--- config.mk ---
export PLATFORM = sky130hd
export DESIGN_NAME = tcc_timer
export DESIGN_NICKNAME = d
export VERILOG_FILES = /design/src/shared/tcc_pkg.sv /design/src/verilog/tcc_timer.sv
export SDC_FILE = /design/constraint.sdc
export NUM_CORES = 1
export LEC_CHECK = 0
export BUFFER_PORTS_ARGS = -buffer_cell sky130_fd_sc_hd__buf_2
export CAP_MARGIN = 0
export CORE_ASPECT_RATIO = 0.6
export CORE_MARGIN = 2
export CORE_UTILIZATION = 45
export CTS_CLUSTER_SIZE = 8
export DETAILED_ROUTE_END_ITERATION = 6
export SYNTH_ARGS = -nofsm -noshare
export SYNTH_HDL_FRONTEND = slang
export SYNTH_SLANG_ARGS = --single-unit
export TNS_END_PERCENT = 1
--- constraint.sdc ---
create_clock -name core_clk -period 2.8 [get_ports core_clk]
set_clock_uncertainty 0.15 [all_clocks]
set_input_delay 0.56 -clock core_clk [delete_from_list [all_inputs] [get_ports core_clk]]
set_output_delay 0.56 -clock core_clk [all_outputs]
set_load 0.01 [all_outputs]
--- src/shared/tcc_pkg.sv ---
// Notes on behaviour
// - counter reset write clears count and captures, then stops counting
// - writing one to the run bit restarts a stopped counter
// - config two reads index level bit 6, line a bit 5, line b bit 4
// - terminal count sets its flag; only writing zero clears it
// - compare match sets its flag; only writing zero clears it
// - encoder index or terminal event captures the count when enabled
// - clear-after-capture zeroes the count on capture, else no effect
// - enabled rising edges of the capture input are capture events
// - enabled falling edges of the capture input are capture events
// - soft rise strobe copies the count to rise capture and self-clears
// - soft fall strobe copies the count to fall capture and self-clears
// - all capture sources may act together, none excludes another
// - period is written high then low; low write applies both bytes
// - reading the period pair returns the live count
// - compare is written high then low; low write applies both bytes
// - rise capture pair is read only and resets to zero
package tcc_pkg;

   localparam int unsigned TCC_AW = 16;
   localparam int unsigned TCC_DW = 8;
   localparam int unsigned TCC_CW = 16;

   // register addresses
   localparam logic [15:0] TCC_RUN_CTRL = 16'ha058;
   localparam logic [15:0] TCC_CONFIG_TWO = 16'ha051;
   localparam logic [15:0] TCC_CONFIG_THREE = 16'ha052;
   localparam logic [15:0] TCC_PERIOD_LOW = 16'ha054;
   localparam logic [15:0] TCC_PERIOD_HIGH = 16'ha055;
   localparam logic [15:0] TCC_COMPARE_LOW = 16'ha056;
   localparam logic [15:0] TCC_COMPARE_HIGH = 16'ha057;
   localparam logic [15:0] TCC_RISE_CAP_LOW = 16'ha060;
   localparam logic [15:0] TCC_RISE_CAP_HIGH = 16'ha061;
   localparam logic [15:0] TCC_FALL_CAP_LOW = 16'ha062;
   localparam logic [15:0] TCC_FALL_CAP_HIGH = 16'ha063;

   // config two fields
   localparam int unsigned CFG2_RESET_BIT = 7;
   localparam int unsigned CFG2_INDEX_BIT = 6;
   localparam int unsigned CFG2_LINE_A_BIT = 5;
   localparam int unsigned CFG2_LINE_B_BIT = 4;
   localparam int unsigned CFG2_TPOL_BIT = 3;
   localparam int unsigned CFG2_CPOL_BIT = 2;
   localparam int unsigned CFG2_TFLAG_BIT = 1;
   localparam int unsigned CFG2_CFLAG_BIT = 0;

   // run control field
   localparam int unsigned RUN_BIT = 0;

   // reset values
   localparam logic [7:0] TCC_BYTE_RST = 8'h00;
   localparam logic [15:0] TCC_WORD_RST = 16'h0000;

   typedef struct packed {
      logic terminal_irq_enable;
      logic compare_irq_enable;
      logic encoder_capture_enable;
      logic clear_after_capture;
      logic rising_capture_enable;
      logic falling_capture_enable;
      logic soft_rise_capture;
      logic soft_fall_capture;
   } tcc_cfg3_s;

   typedef struct packed {
      logic rd;
      logic wr;
      logic [15:0] addr;
      logic [7:0] wdata;
   } tcc_bus_req_s;

   typedef struct packed {
      logic index_level;
      logic line_a_level;
      logic line_b_level;
      logic index_event;
      logic terminal_event;
   } tcc_encoder_s;

endpackage

--- src/verilog/tcc_timer.sv ---
`timescale 1ns/1ps
`default_nettype none
module tcc_timer
   import tcc_pkg::*;
(
   // clock and reset
   input wire logic core_clk,
   input wire logic rstn,
   // register port
   input wire tcc_bus_req_s bus_req,
   output logic [TCC_DW-1:0] bus_rdata,
   // capture pin and encoder
   input wire logic capture_in,
   input wire tcc_encoder_s encoder,
   // outputs
   output logic terminal_output,
   output logic compare_output,
   output logic irq
);

   // ------------------------------------------------------------
   // register state
   // ------------------------------------------------------------
   logic [TCC_CW-1:0] timer_count_reg;
   logic [TCC_CW-1:0] timer_count_next;
   logic [TCC_CW-1:0] period_value_reg;
   logic [TCC_CW-1:0] compare_value_reg;
   logic [TCC_DW-1:0] period_high_buf_reg;
   logic [TCC_DW-1:0] compare_high_buf_reg;
   logic [TCC_CW-1:0] rise_capture_value_reg;
   logic [TCC_CW-1:0] fall_capture_value_reg;
   logic running_reg;
   logic terminal_output_polarity_reg;
   logic compare_output_polarity_reg;
   logic terminal_count_flag_reg;
   logic compare_match_flag_reg;
   tcc_cfg3_s cfg3_reg;
   logic capture_in_prev_reg;
   logic terminal_pulse_reg;
   logic compare_level_reg;
   logic [TCC_DW-1:0] rdata_reg;

   // ------------------------------------------------------------
   // decode
   // ------------------------------------------------------------
   logic wr_run;
   logic wr_cfg2;
   logic wr_cfg3;
   logic wr_prd_lo;
   logic wr_prd_hi;
   logic wr_cmp_lo;
   logic wr_cmp_hi;
   logic counter_reset;
   logic [TCC_DW-1:0] wd;

   assign wd = bus_req.wdata;
   assign wr_run = bus_req.wr && (bus_req.addr == TCC_RUN_CTRL);
   assign wr_cfg2 = bus_req.wr && (bus_req.addr == TCC_CONFIG_TWO);
   assign wr_cfg3 = bus_req.wr && (bus_req.addr == TCC_CONFIG_THREE);
   assign wr_prd_lo = bus_req.wr && (bus_req.addr == TCC_PERIOD_LOW);
   assign wr_prd_hi = bus_req.wr && (bus_req.addr == TCC_PERIOD_HIGH);
   assign wr_cmp_lo = bus_req.wr && (bus_req.addr == TCC_COMPARE_LOW);
   assign wr_cmp_hi = bus_req.wr && (bus_req.addr == TCC_COMPARE_HIGH);
   assign counter_reset = wr_cfg2 && wd[CFG2_RESET_BIT];

   // ------------------------------------------------------------
   // capture events
   // ------------------------------------------------------------
   logic edge_rise;
   logic edge_fall;
   logic encoder_event;
   logic rise_event;
   logic fall_event;
   logic any_capture;
   logic terminal_hit;
   logic compare_hit;

   // capture_in is taken as already synchronous to core_clk
   assign edge_rise = capture_in && !capture_in_prev_reg;
   assign edge_fall = !capture_in && capture_in_prev_reg;
   assign encoder_event = cfg3_reg.encoder_capture_enable &&
      (encoder.index_event || encoder.terminal_event);
   // sources are or-ed, so several may fire in one cycle
   assign rise_event = (cfg3_reg.rising_capture_enable && edge_rise) ||
      cfg3_reg.soft_rise_capture || encoder_event;
   assign fall_event = (cfg3_reg.falling_capture_enable && edge_fall) ||
      cfg3_reg.soft_fall_capture;
   assign any_capture = rise_event || fall_event;
   assign terminal_hit = running_reg &&
      (timer_count_reg == period_value_reg);
   assign compare_hit = running_reg &&
      (timer_count_reg == compare_value_reg);

   always_ff @(posedge core_clk or negedge rstn) begin
      if (!rstn) begin
         capture_in_prev_reg <= 1'b0;
      end else begin
         capture_in_prev_reg <= capture_in;
      end
   end

   // ------------------------------------------------------------
   // counter
   // ------------------------------------------------------------
   always_comb begin
      timer_count_next = timer_count_reg;
      if (counter_reset) begin
         timer_count_next = TCC_WORD_RST;
      end else if (any_capture && cfg3_reg.clear_after_capture) begin
         timer_count_next = TCC_WORD_RST;
      end else if (terminal_hit) begin
         timer_count_next = TCC_WORD_RST;
      end else if (running_reg) begin
         timer_count_next = timer_count_reg + 16'h0001;
      end
   end

   always_ff @(posedge core_clk or negedge rstn) begin
      if (!rstn) begin
         timer_count_reg <= TCC_WORD_RST;
      end else begin
         timer_count_reg <= timer_count_next;
      end
   end

   // reset strobe wins over a run write in the same cycle
   always_ff @(posedge core_clk or negedge rstn) begin
      if (!rstn) begin
         running_reg <= 1'b0;
      end else if (counter_reset) begin
         running_reg <= 1'b0;
      end else if (wr_run && wd[RUN_BIT]) begin
         running_reg <= 1'b1;
      end
   end

   // ------------------------------------------------------------
   // period and compare, high byte buffered
   // ------------------------------------------------------------
   always_ff @(posedge core_clk or negedge rstn) begin
      if (!rstn) begin
         period_high_buf_reg <= TCC_BYTE_RST;
         period_value_reg <= TCC_WORD_RST;
      end else begin
         if (wr_prd_hi) begin
            period_high_buf_reg <= wd;
         end
         if (wr_prd_lo) begin
            period_value_reg <= {period_high_buf_reg, wd};
         end
      end
   end

   always_ff @(posedge core_clk or negedge rstn) begin
      if (!rstn) begin
         compare_high_buf_reg <= TCC_BYTE_RST;
         compare_value_reg <= TCC_WORD_RST;
      end else begin
         if (wr_cmp_hi) begin
            compare_high_buf_reg <= wd;
         end
         if (wr_cmp_lo) begin
            compare_value_reg <= {compare_high_buf_reg, wd};
         end
      end
   end

   // ------------------------------------------------------------
   // capture registers
   // ------------------------------------------------------------
   // only the counter reset write reaches these, so they stay read only
   always_ff @(posedge core_clk or negedge rstn) begin
      if (!rstn) begin
         rise_capture_value_reg <= TCC_WORD_RST;
      end else if (counter_reset) begin
         rise_capture_value_reg <= TCC_WORD_RST;
      end else if (rise_event) begin
         rise_capture_value_reg <= timer_count_reg;
      end
   end

   always_ff @(posedge core_clk or negedge rstn) begin
      if (!rstn) begin
         fall_capture_value_reg <= TCC_WORD_RST;
      end else if (counter_reset) begin
         fall_capture_value_reg <= TCC_WORD_RST;
      end else if (fall_event) begin
         fall_capture_value_reg <= timer_count_reg;
      end
   end

   // ------------------------------------------------------------
   // configuration
   // ------------------------------------------------------------
   always_ff @(posedge core_clk or negedge rstn) begin
      if (!rstn) begin
         terminal_output_polarity_reg <= 1'b0;
         compare_output_polarity_reg <= 1'b0;
      end else if (wr_cfg2) begin
         terminal_output_polarity_reg <= wd[CFG2_TPOL_BIT];
         compare_output_polarity_reg <= wd[CFG2_CPOL_BIT];
      end
   end

   // soft strobes live one cycle, then clear themselves
   always_ff @(posedge core_clk or negedge rstn) begin
      if (!rstn) begin
         cfg3_reg <= tcc_cfg3_s'(TCC_BYTE_RST);
      end else begin
         if (wr_cfg3) begin
            cfg3_reg <= tcc_cfg3_s'(wd);
         end else begin
            cfg3_reg.soft_rise_capture <= 1'b0;
            cfg3_reg.soft_fall_capture <= 1'b0;
         end
      end
   end

   // ------------------------------------------------------------
   // flags and interrupt
   // ------------------------------------------------------------
   // a set in the same cycle as a clearing write wins
   always_ff @(posedge core_clk or negedge rstn) begin
      if (!rstn) begin
         terminal_count_flag_reg <= 1'b0;
      end else if (terminal_hit) begin
         terminal_count_flag_reg <= 1'b1;
      end else if (wr_cfg2 && !wd[CFG2_TFLAG_BIT]) begin
         terminal_count_flag_reg <= 1'b0;
      end
   end

   always_ff @(posedge core_clk or negedge rstn) begin
      if (!rstn) begin
         compare_match_flag_reg <= 1'b0;
      end else if (compare_hit) begin
         compare_match_flag_reg <= 1'b1;
      end else if (wr_cfg2 && !wd[CFG2_CFLAG_BIT]) begin
         compare_match_flag_reg <= 1'b0;
      end
   end

   assign irq =
      (terminal_count_flag_reg && cfg3_reg.terminal_irq_enable) ||
      (compare_match_flag_reg && cfg3_reg.compare_irq_enable);

   // ------------------------------------------------------------
   // pin outputs
   // ------------------------------------------------------------
   // outputs are registered so the pins never glitch on a compare
   always_ff @(posedge core_clk or negedge rstn) begin
      if (!rstn) begin
         terminal_pulse_reg <= 1'b0;
         compare_level_reg <= 1'b0;
      end else begin
         terminal_pulse_reg <= terminal_hit;
         compare_level_reg <= running_reg &&
            (timer_count_reg >= compare_value_reg);
      end
   end

   assign terminal_output =
      terminal_pulse_reg ^ terminal_output_polarity_reg;
   assign compare_output =
      compare_level_reg ^ compare_output_polarity_reg;

   // ------------------------------------------------------------
   // read port
   // ------------------------------------------------------------
   logic [TCC_DW-1:0] rd_mux;
   logic [TCC_DW-1:0] cfg2_view;

   always_comb begin
      cfg2_view = TCC_BYTE_RST;
      cfg2_view[CFG2_INDEX_BIT] = encoder.index_level;
      cfg2_view[CFG2_LINE_A_BIT] = encoder.line_a_level;
      cfg2_view[CFG2_LINE_B_BIT] = encoder.line_b_level;
      cfg2_view[CFG2_TPOL_BIT] = terminal_output_polarity_reg;
      cfg2_view[CFG2_CPOL_BIT] = compare_output_polarity_reg;
      cfg2_view[CFG2_TFLAG_BIT] = terminal_count_flag_reg;
      cfg2_view[CFG2_CFLAG_BIT] = compare_match_flag_reg;
   end

   always_comb begin
      rd_mux = TCC_BYTE_RST;
      unique case (bus_req.addr)
         TCC_RUN_CTRL: begin
            rd_mux[RUN_BIT] = running_reg;
         end
         TCC_CONFIG_TWO: begin
            rd_mux = cfg2_view;
         end
         TCC_CONFIG_THREE: begin
            // strobe bits read as zero
            rd_mux = {cfg3_reg[7:2], 2'h0};
         end
         TCC_PERIOD_LOW: begin
            rd_mux = timer_count_reg[7:0];
         end
         TCC_PERIOD_HIGH: begin
            rd_mux = timer_count_reg[15:8];
         end
         TCC_COMPARE_LOW: begin
            rd_mux = compare_value_reg[7:0];
         end
         TCC_COMPARE_HIGH: begin
            rd_mux = compare_value_reg[15:8];
         end
         TCC_RISE_CAP_LOW: begin
            rd_mux = rise_capture_value_reg[7:0];
         end
         TCC_RISE_CAP_HIGH: begin
            rd_mux = rise_capture_value_reg[15:8];
         end
         TCC_FALL_CAP_LOW: begin
            rd_mux = fall_capture_value_reg[7:0];
         end
         TCC_FALL_CAP_HIGH: begin
            rd_mux = fall_capture_value_reg[15:8];
         end
         default: begin
            rd_mux = TCC_BYTE_RST;
         end
      endcase
   end

   // data valid only in the cycle after the read strobe
   always_ff @(posedge core_clk or negedge rstn) begin
      if (!rstn) begin
         rdata_reg <= TCC_BYTE_RST;
      end else if (bus_req.rd) begin
         rdata_reg <= rd_mux;
      end else begin
         rdata_reg <= TCC_BYTE_RST;
      end
   end

   assign bus_rdata = rdata_reg;

endmodule
`default_nettype wire

# ---- Yosys cells after proc, flatten, opt, wreduce, memory -nomap -nowiden
# Cells that the tools add are included.
dict set report word_totals {
  reg_bits 120
  out_inout_bits 11
  word_cells 97
}
dict set report classes {
  order_cmp 1
  addsub 1
  reduce_logical 38
  muxes 18
  n_bitwise 2
  n_eq_ne 13
}
# operator n
set op_table {}
lappend op_table {{$eq 16x16->1 const B} 11}
lappend op_table {{$mux 16} 8}
lappend op_table {{$pmux 7 s10} 1}
lappend op_table {{$eq 16x16->1} 2}
lappend op_table {{$logic_and 1x1->1} 22}
lappend op_table {{$add 16x1->16 const B} 1}
lappend op_table {{$ge 16x16->1} 1}
lappend op_table {{$pmux 1 s10} 1}
lappend op_table {{$reduce_bool 2->1} 5}
lappend op_table {{$mux 8} 1}
lappend op_table {{$logic_or 1x1->1} 6}
lappend op_table {{$mux 1} 6}
lappend op_table {{$logic_not 1->1} 4}
lappend op_table {{$reduce_bool 4->1} 1}
lappend op_table {{$mux 2} 1}
lappend op_table {{$xor 1x1->1} 2}

# ---- Longest topological paths before layout
# Gate-level depths: netlist of the first run.
dict set report depth {
  ltp_word 9
  mapped_depth 8
  ltp_nobuf 7
}

# ---- Worst setup path before layout of the first run
# No wires, ideal clock.
dict set report synth_path {
  kind {input to register}
  start {input bus_req[22] in the netlist's numbering}
  end {register rdata_reg[1], in the netlist bus_rdata[1]}
  slack_ns 0.568
  t_required_ns 2.507
  stages 6
  arrival_time_ns 1.939
  path_buffers 1
  cell_sequence {and4bb_2 and3_1 and4b_1 buf_2 o41ai_2 nor2_1}
}
dict set report synth_between {
  elab_chain_cells 3
  elab_cells_between_ends 12
  cone_classes {10 x eq/ne; 2 x mux}
}
# item line
set synth_lines {}
lappend synth_lines {{start: declaration} tcc_timer.sv:10} ;# input wire tcc_bus_req_s bus_req,
lappend synth_lines {{$eq 16x16->1} tcc_timer.sv:286} ;# unique case (bus_req.addr)
lappend synth_lines {{$pmux 7 s10 *} tcc_timer.sv:286}
lappend synth_lines {{$mux 8 *} tcc_timer.sv:331} ;# end else if (bus_req.rd) begin
lappend synth_lines {{end signal: assignment} tcc_timer.sv:332} ;# rdata_reg <= rd_mux;
lappend synth_lines {{end: declaration} tcc_timer.sv:41} ;# logic [TCC_DW-1:0] rdata_reg;
# Every way passes the cells marked *; elsewhere a longest branch is shown, timed or not.
# A chain may end at the register's enable or synchronous reset.

# ---- Worst setup path after layout of the first run
dict set report layout_path {
  start {register timer_count_reg[13]}
  end {register timer_count_reg[15]}
}
dict set report layout_between {
  elab_chain_cells 5
  elab_cells_between_ends 8
  cone_classes {1 x add/sub; 1 x eq/ne; 4 x mux; 2 x reduce/logical}
}
# item line
set layout_lines {}
lappend layout_lines {{start: declaration} tcc_timer.sv:24} ;# logic [TCC_CW-1:0] timer_count_reg;
lappend layout_lines {{start signal: assignment} tcc_timer.sv:122} ;# timer_count_reg <= timer_count_next;
lappend layout_lines {{$add 16x1->16 or $eq 16x16->1 (tied branches)} {tcc_timer.sv:114, tcc_timer.sv:90}}
lappend layout_lines {{$mux 16 or $logic_and 1x1->1 (tied branches)} {tcc_timer.sv:113, tcc_timer.sv:89}}
lappend layout_lines {{$mux 16} tcc_timer.sv:111} ;# end else if (terminal_hit) begin
lappend layout_lines {{$mux 16} tcc_timer.sv:109} ;# end else if (any_capture && cfg3_reg.clear_after_capture) begin
lappend layout_lines {{$mux 16} tcc_timer.sv:107} ;# if (counter_reset) begin
# Parallel ways exist; a longest one is shown, timed or not. The select of a mux whose other input is x is not followed.

==> results of run 1 <==
cell families after synthesis:
kind of cell | after synthesis
and+or+nand+nor | 140
DFF | 120
muxes | 103
AOI/OAI and AO/OA | 58
buffers and inverters | 46
xor gates and xnor gates | 28
adders and majority gates | 17
placed cells by master, fill, tap and decap left out, types with 17 or more instances in the layout:
master,netlist,layout
clkbuf_16,0,17
mux2i_1,31,31
inv_1,20,20
mux2_2,58,58
buf_2,13,43
xor2_1,17,17
nor2_1,46,46
nand2_1,25,25
buf_4,0,32
ha_1,17,17
dfrtp_1,120,120
per-layer routing:
metal  part of all wire (%)  GRT usage, %  wire length, um  up-vias
li1                       -             -                -     1991
met1                     46          38.6             8110     2294
met2                     43          36.5             7530      214
met4                    1.1          7.64              199        0
met5                      0             0                0        -
met3                    9.3          6.47             1630       19
per-stage QoR:
stage	worst slack (ns)	hold WS, ns	instances	utilization [%]	cell area, um^2
detailed placement	0.122	0.338	732	51.3	6700
finish	0.355	-0.000603	764	55.5	7240
global route	0.254	0.0433	764	55.5	7240
floorplan	0.568	0.114	512	-	6130
global placement	0.132	0.331	732	51.3	6700
CTS	0.380	0.0195	764	55.5	7240
worst max-delay path by stage:
stage / slack [ns] / endpoint / cells past startpoint
final: 0.35 / timer_count_reg[15]$_DFFE_PN0P_ / 6
after floorplan: 0.57 / bus_rdata[1]$_DFF_PN0_ / 6
after global routing: 0.25 / timer_count_reg[15]$_DFFE_PN0P_ / 6
after CTS: 0.38 / timer_count_reg[15]$_DFFE_PN0P_ / 6
after global placement: 0.13 / timer_count_reg[12]$_DFFE_PN0P_ / 8
after detailed placement: 0.12 / timer_count_reg[12]$_DFFE_PN0P_ / 8
power breakdown:
group | internal (mW) | switching [mW]
logic | 0.0429 | 0.0911
clock network | 1.21 | 0.812
registers | 1.74 | 0.00227
critical path: stages (launching register included):
cell	delay, ns
dfrtp_1	0.45
xor2_1	0.21
nor4b_2	0.29
nand4bb_1	0.15
or4_4	0.61
nand2_2	0.36
a21oi_1	0.08
area by class of cell:
class / instances / area [um^2] / area share [%]
clock buffers: 20 / 437 / 6.03
clock inverters: 12 / 105 / 1.45
inverters: 20 / 75.1 / 1.04
multi-input cells: 346 / 2940 / 40.5
flip-flops and latches: 120 / 3000 / 41.5
well taps: 170 / 213 / 2.94
repair buffers: 76 / 475 / 6.56
==> flow_summary.yaml, run 1 <==
clock_tree:
  root_buffer: "clkbuf_16"
  htree_levels: 4
  clkSinkCount: 120
  path_clk_slew_ns: 0.06
  ctsHoldBuffers: 0
  cts_post_setup_buffers_inserted: 0
  clock_latency_ns: 0.42
  cts_tree: "yes"
  cts_made_buffers: 17
  cts_max_path_buffers: 2
  post_cts_resized: 0
place:
  hpwl_um: 12900
  port_buffers: 44
  place_congestion: 0.968
layout:
  syn_to_final_growth_pct: 18.2
  diodes: 0
  nFillCells: 1117
  final_nets: 632
  drive_gt1_share_pct: 33.8
grt:
  grt-ovfl-total: 0
  grt_pass1_vias: 4457
  antenna_found_initial: 0
  grt_pass1_wl_um: 26800
  track_usage_pct: 25.6
  grt_start_max_net_pins: 48
setup_path:
  r2r-end: "timer_count_reg[15]$_DFFE_PN0P_"
  crit_path_end_kind: "flop"
  crit_start: "timer_count_reg[13]$_DFFE_PN0P_"
  crit_fanout: 14
  crit_arrival_ns: 2.57
  cp.required_ns: 2.93
  timing.rr.start: "timer_count_reg[13]$_DFFE_PN0P_"
  rr_worst_depth: 6
  start_kind: "flop"
  r2r_slack_ns: 0.35
  critPathKind: "reg2reg"
synth:
  avgSynthCellArea_um2: 12.0
  postSynth.asyncResetShare_pct: 100
  yosysMostFrequentCell: "dfrtp_1"
  ys_types: 57
  synth_top_family_by_area: "multiplexers"
  synth_fa_ha_area_share_pct: 3.47
  yosysTopAreaCellShare_pct: 49.0
  yosys.area_share.xor_xnor_pct: 4.00
  yosys_warnings: 0
  yosys-mux-area-fraction_pct: 20.9
  synth_compound_area_share_pct: 6.82
  synth-edff-count: 0
  ys_seq_area_share_pct: 49.0
  synth_cells: 512
  synthSimpleGateAreaFrac_pct: 12.3
  syn_nets: 563
  yosys-top-cells-area: "dfrtp_1, mux2_2, mux2i_1"
  synth_top_cell_by_area: "dfrtp_1"
  synth_area_um2: 6130
  synth_flop_cell: "dfrtp_1"
  synth_commonest_cells: "dfrtp_1, mux2_2, nor2_1, mux2i_1, nand2_1"
  ys_ff_latch: 120
drt:
  remaining_drc_errors: 0
  drt-pass1-iter-count: 5
  final_antenna_net_count: 0
  vias_per_cell: 5.91
  wl_um: 17500
  vias: 4518
  routedWlPerCell_um: 22.9
  drt_iter0_markers: 475
die:
  die_h_um: 94.4
  fp.dieW_um: 155
  fp-row-count: 32
  core_area_um2: 13100
  start_util_pct: 47.0
  io_pins: 45
  die_area_um2: 14600
run:
  drv_cap: 0
power:
  p_per_area_nw_per_um2: 538
  peakVddDrop_mv: 0.215
  power_mw: 3.90
  leakagePower_nw: 3.79
timing:
  setup_viol: 0
  hold_slack_ns: -0.000603
  maxSlewHeadroom_pct: 42.9
  rsz0062_at_grt: "false"
  max_freq_mhz: 409
  min_period_ns: 2.45
  maxSlewViolCount: 0
  fin_crit_sh_pct: 87.3
  worstMarginPinSlew_ns: 0.843
  hold_viol: 1
  fin_setup_tns_ns: 0
hold_path:
  min_path_type: "in2async"
outcome:
  status: "finished with violations"
  violations: "negative hold slack"
Note: power is estimated with default switching activity, not from simulation.
==> inputs of run 2 (changes only) <==
- clock period: 2.8 -> 2.9 ns (I/O delays scaled with it)
==> run 2 against run 1 <==
  * The run now ends clean
  * Sequential share of layout area shrank 0.14 points
  * Largest cell class unchanged
  * Combinational power down 3%
  * Critical path depth is the same
  * Via count is 0.84% higher
  * Flip-flop and latch count stayed put
  * Final area up 0.33%
==> flow_summary.yaml, run 2 (synthesis gave the netlist of run 1 again) <==
clock_tree:
  path_clk_slew_ns: 0.06
  root_buffer: "clkbuf_16"
  clock_latency_ns: 0.42
  cts_tree: "yes"
  cts_max_path_buffers: 2
  ctsHoldBuffers: 0
  post_cts_resized: 0
  htree_levels: 4
  clkSinkCount: 120
  cts_made_buffers: 17
  cts_post_setup_buffers_inserted: 0
layout:
  design_area_um2: 7270
  final_cell_mix: "dfrtp_1, mux2_2, nor2_1"
  drive_gt1_share_pct: 33.6
  final_common_cell: "dfrtp_1"
  syn_to_final_growth_pct: 18.6
  final_cells: 759
  utilization_pct: 55.7
  final_nets: 627
  diodes: 0
setup_path:
  cp_slowest_stage_delay_ns: 0.66
  critPathKind: "reg2reg"
  crit_arrival_ns: 2.79
  crit_chain: "xor2_1 > nor4b_2 > nand4bb_1 > or4_4 > nand2_2 > a21oi_1"
  cp.required_ns: 3.02
  crit_fanout: 14
  crit_path_end_kind: "flop"
  r2r_slack_ns: 0.23
  crit_start: "timer_count_reg[12]$_DFFE_PN0P_"
  start_kind: "flop"
  timing.rr.start: "timer_count_reg[12]$_DFFE_PN0P_"
  r2r-end: "timer_count_reg[13]$_DFFE_PN0P_"
  cp_slowest_cell: "dfrtp_1"
  rr_worst_depth: 6
outcome:
  status: "finished clean"
timing:
  setup_ws_ns: 0.230
  fin_crit_sh_pct: 92.1
  hold_viol: 0
  fin_setup_tns_ns: 0
  min_period_ns: 2.67
  rsz0062_at_grt: "false"
  maxSlewHeadroom_pct: 52.0
  max_freq_mhz: 375
  setup_viol: 0
  worstMarginPinSlew_ns: 0.710
  hold_slack_ns: 0.0339
  maxSlewViolCount: 0
die:
  core_area_um2: 13100
  fp.dieW_um: 155
  fp-row-count: 32
  die_area_um2: 14600
  start_util_pct: 47.0
  io_pins: 45
  die_h_um: 94.4
place:
  pre_cts_ws_ns: 0.0177
  dp_cells: 727
  placed_area_um2: 6660
  hpwl_um: 12800
  place_congestion: 0.974
  port_buffers: 44
run:
  drv_cap: 0
grt:
  antenna_found_initial: 0
  grt_pass1_wl_um: 27100
  grt-ovfl-total: 0
  track_usage_pct: 25.7
  grt_pass1_vias: 4480
  grt_start_max_net_pins: 47
drt:
  routedWlPerCell_um: 23.1
  final_antenna_net_count: 0
  vias: 4556
  drt-pass1-iter-count: 6
  vias_per_cell: 6.00
  wl_um: 17500
  remaining_drc_errors: 0
  drt_iter0_markers: 416
power:
  peakVddDrop_mv: 0.373
  p_per_area_nw_per_um2: 548
  power_mw: 3.98
  leakagePower_nw: 3.80
hold_path:
  min_path_type: "in2async"
-- run 2: changes by cell type in the layout (fill, tap and decap cells not counted) --
| cell | change |
|---|---|
| inv_6 | +2 |
| clkbuf_1 | -2 |
| clkinvlp_4 | -1 |
| buf_4 | -5 |
| clkinv_2 | -2 |
| bufinv_16 | +2 |
| clkinv_4 | +1 |
-- run 2: area by class of cell --
class | count | area, um^2
Clock buffer | 18 | 429
Multi-Input combinational cell | 346 | 2940
Tap cell | 170 | 213
Timing Repair Buffer | 71 | 438
Inverter | 20 | 75.1
Fill cell | 1112 | 5790
Sequential cell | 120 | 3000
Clock inverter | 14 | 174
-- run 2: worst max-delay path by stage --
stage,endpoint,cells past startpoint,slack (ns)
after floorplan,bus_rdata[1]$_DFF_PN0_,6,0.65
after global placement,timer_count_reg[13]$_DFFE_PN0P_,7,0.11
after detailed placement,timer_count_reg[13]$_DFFE_PN0P_,7,0.02
after CTS,timer_count_reg[13]$_DFFE_PN0P_,6,0.27
after global routing,timer_count_reg[11]$_DFFE_PN0P_,6,0.15
final,timer_count_reg[13]$_DFFE_PN0P_,6,0.23
-- run 2: critical path: cells and delay by family (launching register included) --
family | cells | cell delay [ns]
compound gates | 1 | 0.14
xor+xnor | 1 | 0.18
simple gates | 4 | 1.38
flops | 1 | 0.66
-- run 2: routing by layer --
layer,part of all wire (%),GRT usage [%],up-vias
li1,-,-,1965
met1,47,39.0,2359
met2,40,34.9,202
met3,10,7.89,30
met4,1.9,8.10,0
met5,0,0,-
-- run 2: power breakdown --
group | internal, mW | switching, mW | total (mW) | leakage [nW]
logic | 0.0404 | 0.0892 | 0.130 | 1.86
registers | 1.68 | 0.00219 | 1.68 | 1.65
clock network | 1.36 | 0.815 | 2.17 | 0.283
